==> src/hdl/cac_pkg.sv <==
/*
  Package for the counter array control register slice: the register
  address, bit positions, reset value and the register-port request struct.
  Assumes a single system clock shared by the CPU special-function port.
*/
package cac_pkg;

  // Register placement
  localparam logic [7:0] CAC_CTRL_ADDR  = 8'hd8;
  localparam logic [7:0] CAC_CTRL_PAGE  = 8'h00;
  localparam logic [7:0] CAC_CTRL_RESET = 8'h00;

  // Bit positions inside the control register
  localparam int CAC_OVF_BIT  = 7;
  localparam int CAC_RUN_BIT  = 6;
  localparam int CAC_WDOG_BIT = 5;
  localparam int CAC_NUM_MOD  = 6;

  // Bit addresses of this register share the upper five address bits
  localparam logic [4:0] CAC_BIT_BASE = CAC_CTRL_ADDR[7:3];

  // One cycle of special-function register traffic
  typedef struct packed {
    logic       rd;        // Byte read strobe
    logic       wr;        // Byte write strobe
    logic [7:0] addr;      // Byte address
    logic [7:0] page;      // Register page
    logic [7:0] wdata;     // Byte write data
    logic       bit_wr;    // Single-bit write strobe
    logic [7:0] bit_addr;  // Bit address
    logic       bit_val;   // Single-bit write value
  } cac_sfr_req_t;

endpackage : cac_pkg

==> src/hdl/cac_ctrl.sv <==
/*
  Control register of a programmable counter array with six capture/compare
  modules: run control, overflow flag and six module event flags, reached
  as a byte and bit-addressable special-function register.
  Assumes the counter datapath, module logic and watchdog enable sit on the
  same system clock and deliver one-cycle event pulses.
*/
// What this block does
// - The overflow flag sets whenever the 16-bit counter wraps from its top count to zero.
// - With the overflow interrupt enabled, a set overflow flag raises the shared interrupt.
// - Only a software write of zero ever clears the overflow flag.
// - The run bit stops the counter at zero and lets it count at one.
// - Each of the six modules sets its own event flag on a match or capture, module n at bit n.
// - With a module's interrupt enabled, its set event flag raises the shared interrupt.
// - Only a software write of zero ever clears a module event flag.
// - The register sits at address 0xd8 on page 0x00, bit-addressable, all bits read/write, reset zero.
// - A write of one to the module 5 flag while the watchdog is on forces a watchdog reset.
// - While the watchdog is on, run-bit writes are ignored, the counter keeps running, and the bit reads as stored.
`timescale 1ns/100ps
module cac_ctrl
  import cac_pkg::*;
#(
  parameter int NUM_MOD = CAC_NUM_MOD
) (
  // Clock and reset
  input  wire logic               clk_i,
  input  wire logic               rst_n_i,
  input  wire logic               ce_i,
  // Register port from the CPU
  input  wire cac_sfr_req_t       sfr_req_i,
  output logic [7:0]              sfr_rdata_o,
  // Counter and module events
  input  wire logic               counter_wrap_i,
  input  wire logic [NUM_MOD-1:0] module_event_i,
  // Interrupt enables and watchdog state
  input  wire logic               overflow_irq_en_i,
  input  wire logic [NUM_MOD-1:0] module_irq_en_i,
  input  wire logic               watchdog_enable_i,
  // Outputs to the counter, CPU and reset logic
  output logic                    counter_run_o,
  output logic                    counter_array_irq_o,
  output logic                    watchdog_reset_o
);

  // Byte register hit on address and page
  function automatic logic cac_byte_hit(input logic [7:0] addr, input logic [7:0] page);
    return (addr == CAC_CTRL_ADDR) && (page == CAC_CTRL_PAGE);
  endfunction

  logic [7:0] wr_en;
  logic [7:0] wr_val;
  logic [7:0] set_vec;
  logic [7:0] counter_array_control;
  logic       counter_run_control;
  logic       next_run_control;
  logic       wdog_force;
  logic [7:0] next_rdata;
  logic       next_irq;
  logic       next_run_out;
  logic       next_wdog_reset;
  logic       byte_hit;

  assign byte_hit = cac_byte_hit(sfr_req_i.addr, sfr_req_i.page);

  always_comb begin
    wr_en  = 8'h00;
    wr_val = sfr_req_i.wdata;
    if (sfr_req_i.wr && byte_hit) begin
      wr_en = 8'hff;
    end else if (sfr_req_i.bit_wr && (sfr_req_i.bit_addr[7:3] == CAC_BIT_BASE) &&
                 (sfr_req_i.page == CAC_CTRL_PAGE)) begin
      wr_en  = 8'h01 << sfr_req_i.bit_addr[2:0];
      wr_val = {8{sfr_req_i.bit_val}};
    end
  end

  assign wdog_force = watchdog_enable_i && wr_en[CAC_WDOG_BIT] && wr_val[CAC_WDOG_BIT];

  // Hardware set sources; the run slot is not a flag
  assign set_vec = {counter_wrap_i, 1'b0, module_event_i};

  for (genvar i = 0; i < 8; i++) begin : g_flag
    if (i == CAC_RUN_BIT) begin : g_run
      assign counter_array_control[i] = counter_run_control;
    end else begin : g_cell
      cac_flag_cell u_cell (
        .clk_i    (clk_i),
        .rst_n_i  (rst_n_i),
        .ce_i     (ce_i),
        .hw_set_i (set_vec[i]),
        // Forcing a watchdog reset does not also store the one
        .sw_wr_i  (wr_en[i] && !(i == CAC_WDOG_BIT && wdog_force)),
        .sw_val_i (wr_val[i]),
        .flag_o   (counter_array_control[i])
      );
    end
  end

  always_comb begin
    next_run_control = counter_run_control;
    if (wr_en[CAC_RUN_BIT] && !watchdog_enable_i) begin
      next_run_control = wr_val[CAC_RUN_BIT];
    end
  end

  // Output next values; read data holds between reads
  always_comb begin
    next_rdata = sfr_rdata_o;
    if (sfr_req_i.rd) begin
      next_rdata = byte_hit ? counter_array_control : 8'h00;
    end
    next_irq = (counter_array_control[CAC_OVF_BIT] && overflow_irq_en_i) ||
               |(counter_array_control[NUM_MOD-1:0] & module_irq_en_i);
    // counter runs if enabled or watchdog on
    next_run_out    = counter_run_control || watchdog_enable_i;
    next_wdog_reset = wdog_force;
  end

  // Registered state and outputs
  always_ff @(posedge clk_i or negedge rst_n_i) begin
    if (!rst_n_i) begin
      counter_run_control <= CAC_CTRL_RESET[CAC_RUN_BIT];
      sfr_rdata_o         <= CAC_CTRL_RESET;
      counter_array_irq_o <= 1'b0;
      counter_run_o       <= 1'b0;
      watchdog_reset_o    <= 1'b0;
    end else if (ce_i) begin
      counter_run_control <= next_run_control;
      sfr_rdata_o         <= next_rdata;
      counter_array_irq_o <= next_irq;
      counter_run_o       <= next_run_out;
      watchdog_reset_o    <= next_wdog_reset;
    end
  end
endmodule // cac_ctrl

==> src/hdl/cac_flag_cell.sv <==
/*
  One sticky status flag: set by hardware, written by software.
  Assumes the set and write inputs are on the same clock as the cell.
*/
`timescale 1ns/100ps
module cac_flag_cell
  import cac_pkg::*;
(
  // Clock and reset
  input  wire logic clk_i,
  input  wire logic rst_n_i,
  input  wire logic ce_i,
  // Set and write
  input  wire logic hw_set_i,
  input  wire logic sw_wr_i,
  input  wire logic sw_val_i,
  // State
  output logic      flag_o
);

  logic next_flag;

  // A hardware set beats a software clear in the same cycle
  always_comb begin
    next_flag = sw_wr_i ? sw_val_i : flag_o;
    if (hw_set_i) begin
      next_flag = 1'b1;
    end
  end

  // Register, frozen while the clock enable is low
  always_ff @(posedge clk_i or negedge rst_n_i) begin
    if (!rst_n_i) begin
      flag_o <= 1'b0;
    end else if (ce_i) begin
      flag_o <= next_flag;
    end
  end

endmodule // cac_flag_cell

==> config.mk <==
export PLATFORM = sky130hd
export DESIGN_NAME = cac_ctrl
export DESIGN_NICKNAME = d
export VERILOG_FILES = /design/src/hdl/cac_pkg.sv /design/src/hdl/cac_ctrl.sv /design/src/hdl/cac_flag_cell.sv
export SDC_FILE = /design/constraint.sdc
export NUM_CORES = 1
export LEC_CHECK = 0
export BUFFER_PORTS_ARGS = -buffer_cell sky130_fd_sc_hd__buf_2
export CORE_MARGIN = 2
export CORE_UTILIZATION = 45
export CTS_BUF_LIST = sky130_fd_sc_hd__clkbuf_8
export DETAILED_ROUTE_END_ITERATION = 10
export GPL_TIMING_DRIVEN = 0
export PLACE_DENSITY_LB_ADDON = 0.1
export SLEW_MARGIN = 10
export SYNTH_ARGS = -nofsm -noshare
export SYNTH_HDL_FRONTEND = slang
export SYNTH_SLANG_ARGS = --single-unit
==> constraint.sdc <==
create_clock -name clk_i -period 1.5 [get_ports clk_i]
set_input_delay 0.3 -clock clk_i [delete_from_list [all_inputs] [get_ports clk_i]]
set_output_delay 0.3 -clock clk_i [all_outputs]
set_load 0.01 [all_outputs]
==> run_results.csv <==
group,metric,value,unit
detailed_routing,drt_pass1_iterations,4,
pwr,p_leak,0.000784,uW
placed_design,place.detailed.hpwl,2550,um
setup_path,arrival,1.64,ns
outcome,outcome,"finished with violations",
floorplan,placement_rows,18,
synthesis,synth_top_family_by_area,"compound AO/OA/AOI/OAI gates",
setup_path,critPathKind,"primary input to flop",
global_routing,grtUsageMet3,3.76,%
setup_path,wp_data_required,1.64,ns
min_path,min-delay-path-class,"primary input to flop",
sta,tightestPinTransition,0.451,ns
synthesis,yosys.area.top_type_share,40.7,%
synthesis,post_synth_top_flop,"dfrtp_1",
clocking,clkTransAtPathRegs,0.07,ns
clocking,cts_root_buf,"clkbuf_8",
floorplan,core_area,2480,um2
detailed_routing,dr.first_iter.drc_count,34,
cells_and_area,stdcell_count,220,
setup_path,crit_path_cells,"buf_6 -> nor4_4 -> buf_4 -> nand3_1 -> or3_4 -> o21ai_0 -> a31oi_1",
cells_and_area,layout-drive-gt1-share,46.8,%
global_routing,grt-busiest-layer,"met2",
pwr,power_density,660,nW/um2
clocking,cts_tree,"built",
synthesis,synth_fp_nets,168,
sta,maxClockFrequency,664,MHz
detailed_routing,post_drt_via_cell_ratio,5.90,
setup_path,timing.critical_path.from_type,"primary input",
detailed_routing,wire_per_inst,16.2,um
setup_path,critPathSlowestCell,"or3_4",
synthesis,yosys.area_share.simple,22.9,%
synthesis,netlist_instances,114,
floorplan,start_util,47.2,%
cells_and_area,nFillCells,202,
sta,timing.slew.headroom,69.9,%
clocking,numCtsBuffers,3,
sta,grt_setup_unrepaired,"yes",
setup_path,r2r_slack,0.22,ns
pwr,total_power,1110,uW
global_routing,global_route.usage.total,23.7,%
global_routing,grt_pass1_vias,1167,
placed_design,gp_congestion,0.835,
sta,skew,0.000712,ns
synthesis,synth_top_area_cell,"dfrtp_1",
setup_path,capturing_element_type_of_the_critical_path,"flop",
detailed_routing,drcViolationCount,0,
global_routing,grt_start_max_net_pins,20,
sta,timing.final.crit_period,1.51,ns
sta,setup_slack_after_layout,-0.00614,ns
floorplan,die-area,3020,um2
sta,max_slew_violation_total_from_the_final_report,0,
floorplan,ios,65,
synthesis,synth-async-reset-ratio,100,%
cells_and_area,area.growth.synth_to_final,43.5,%
clocking,clkLatencyLatePin,0.26,ns
synthesis,synth_edf_count,0,
detailed_routing,detailroute.via_count,1297,
sta,fin_worst_hold_slack,0.324,ns
sta,finalSetupViolCount,2,
setup_path,timing.critical_path.slowest_cell_delay,0.37,ns
clocking,clock_sink_count,19,
synthesis,synth_area,1170,um2
cells_and_area,final_nets,245,
synthesis,synth_adder_area_share,0,%
sta,finalCritPeriodShare,100,%
global_routing,grt_pass1_wl,5030,um
synthesis,netlist-cell-type-count,38,
synthesis,yosys_warnings,0,
synthesis,yosys_register_bits,19,
synthesis,postSynthAreaPerCell,10.3,um2
floorplan,die_w,55.0,um
global_routing,antenna_found_initial,0,
floorplan,floorplan.die.height,55.0,um
placed_design,portBuffers,63,
synthesis,compound_gate_portion_of_the_synthesized_area,33.6,%
setup_path,crit_path_max_fanout,4,
synthesis,synth-xor-area-share,0,%
clocking,h-tree-depth,1,
global_routing,grt_overflow_total,0,
detailed_routing,postRouteAntennaNets,0,
synthesis,ys_seq_area_share,40.7,%
clocking,max-clock-path-buffers,2,
global_routing,use_met1,27.9,%
detailed_routing,final_routed_wirelength_across_all_metal_layers,3550,um
cells_and_area,final_core_util,67.7,%
placed_design,numPlacedInstances,207,
pwr,power.ir.vdd_worst,605,uV
sta,count_of_final_hold_check_violations,0,
cells_and_area,antennaDiodeCount,0,
global_routing,grtUsageMet2,43.1,%
flow_run,drv.max_cap_violation_count,0,
synthesis,muxShareOfSynthArea,0.857,%
outcome,violated_checks,"setup timing",
synthesis,synth_area_leaders,"dfrtp_1 (41%), a22o_1 (6.0%), nor4_4 (3.6%)",
layout by cell type, fill, tap and decap left out, types with 4 or more instances in the layout:
master	instances
a21oi_1	6
buf_6	4
a22o_1	8
dfrtp_1	19
buf_4	7
buf_2	59
a211oi_1	4
o21ai_0	5
nor2_1	8
a31oi_1	4
inv_1	4
o21bai_1	4
worst max-delay path, delay by kind of cell:
kind	cells	cell delay, ns
AOI/OAI and AO/OA	2	0.22
buffers and inverters	2	0.29
and+or+nand+nor	3	0.84
path summary, 6_finish.rpt:
| check | startpoint | endpoint | cells after the start |
|---|---|---|---|
| max reg2reg | g_flag[4].g_cell.u_cell.flag_o | g_flag[4].g_cell.u_cell.flag_o | 3 |
| min reg2reg | watchdog_reset_o | watchdog_reset_o | 1 |
| max | sfr_req_i[18] | g_flag[2].g_cell.u_cell.flag_o | 7 |
| min in group asynchronous | rst_n_i | sfr_rdata_o[0] | 2 |
| min | watchdog_enable_i | watchdog_reset_o | 3 |
| max in group asynchronous | rst_n_i | sfr_rdata_o[6] | 2 |
synth_stat cells (2+ instances only):
master	number
nand3_1	4
a211oi_1	4
a22oi_1	2
o21ai_0	5
nor2_1	9
a21oi_1	6
a22o_1	8
clkbuf_1	2
nand2b_1	2
a211o_1	2
o32a_1	2
nor4_4	2
a21boi_0	2
o22ai_1	3
inv_1	4
or2_2	3
nor3_1	2
nand2_1	2
nand3b_1	2
o21a_1	2
o21bai_1	4
a41oi_1	2
nand4_1	2
dfrtp_1	19
and4b_1	3
a31oi_1	4
where the power goes:
group	leakage, uW	internal [uW]	total [uW]	switching (uW)
sequential	0.000219	528	548	19.7
combinational	0.000540	107	199	91.9
clock	0.0000255	185	360	175
flip-flops by register name, summed over array words and instances, names as in the netlist:
register / cells
counter_array_irq_o: 1
counter_run_control: 1
counter_run_o: 1
g_flag.g_cell.u_cell.flag_o: 7
sfr_rdata_o: 8
watchdog_reset_o: 1
metal layers:
metal	wire length [um]	part of all wire, %	vias up
met4	81	2.3	0
met5	0	0	-
met3	253	7.1	12
met1	1440	40	619
met2	1780	50	57
li1	-	-	609
kinds of logic after synthesis:
family          Yosys count
mux                       1
simple gates             37
buf+inv                   6
compound gates           51
flops                    19
through the flow:
step           setup TNS, ns  cell area (um2)  setup WS, ns
2_1_floorplan         -0.103             1170       -0.0386
3_3_place_gp           -4.44             1520        -0.311
3_5_place_dp           -4.85             1520        -0.346
4_1_cts             -0.00862             1580      -0.00780
5_1_grt               -0.372             1680       -0.0701
6_report             -0.0108             1680      -0.00614
what timing repair did:
action | CTS | global route
hold buffers | 1 | 0
endpoints found under the setup margin | 10 | 16
hold endpoints to repair | 19 | 0
gates resized for setup | 2 | 7
pin swaps | 1 | 7
setup buffers | 0 | 8
cell type report:
class / instances / area (um2) / area share (%)
plain buffers: 2 / 7.51 / 0.448
clock inverters: 1 / 5.00 / 0.299
clock buffers: 3 / 41.3 / 2.46
multi-input cells: 89 / 687 / 41.0
inverters: 4 / 15.0 / 0.896
repair buffers: 72 / 408 / 24.3
flip-flops and latches: 19 / 475 / 28.4
well taps: 30 / 37.5 / 2.24
Power figures use the tool's default switching activity.
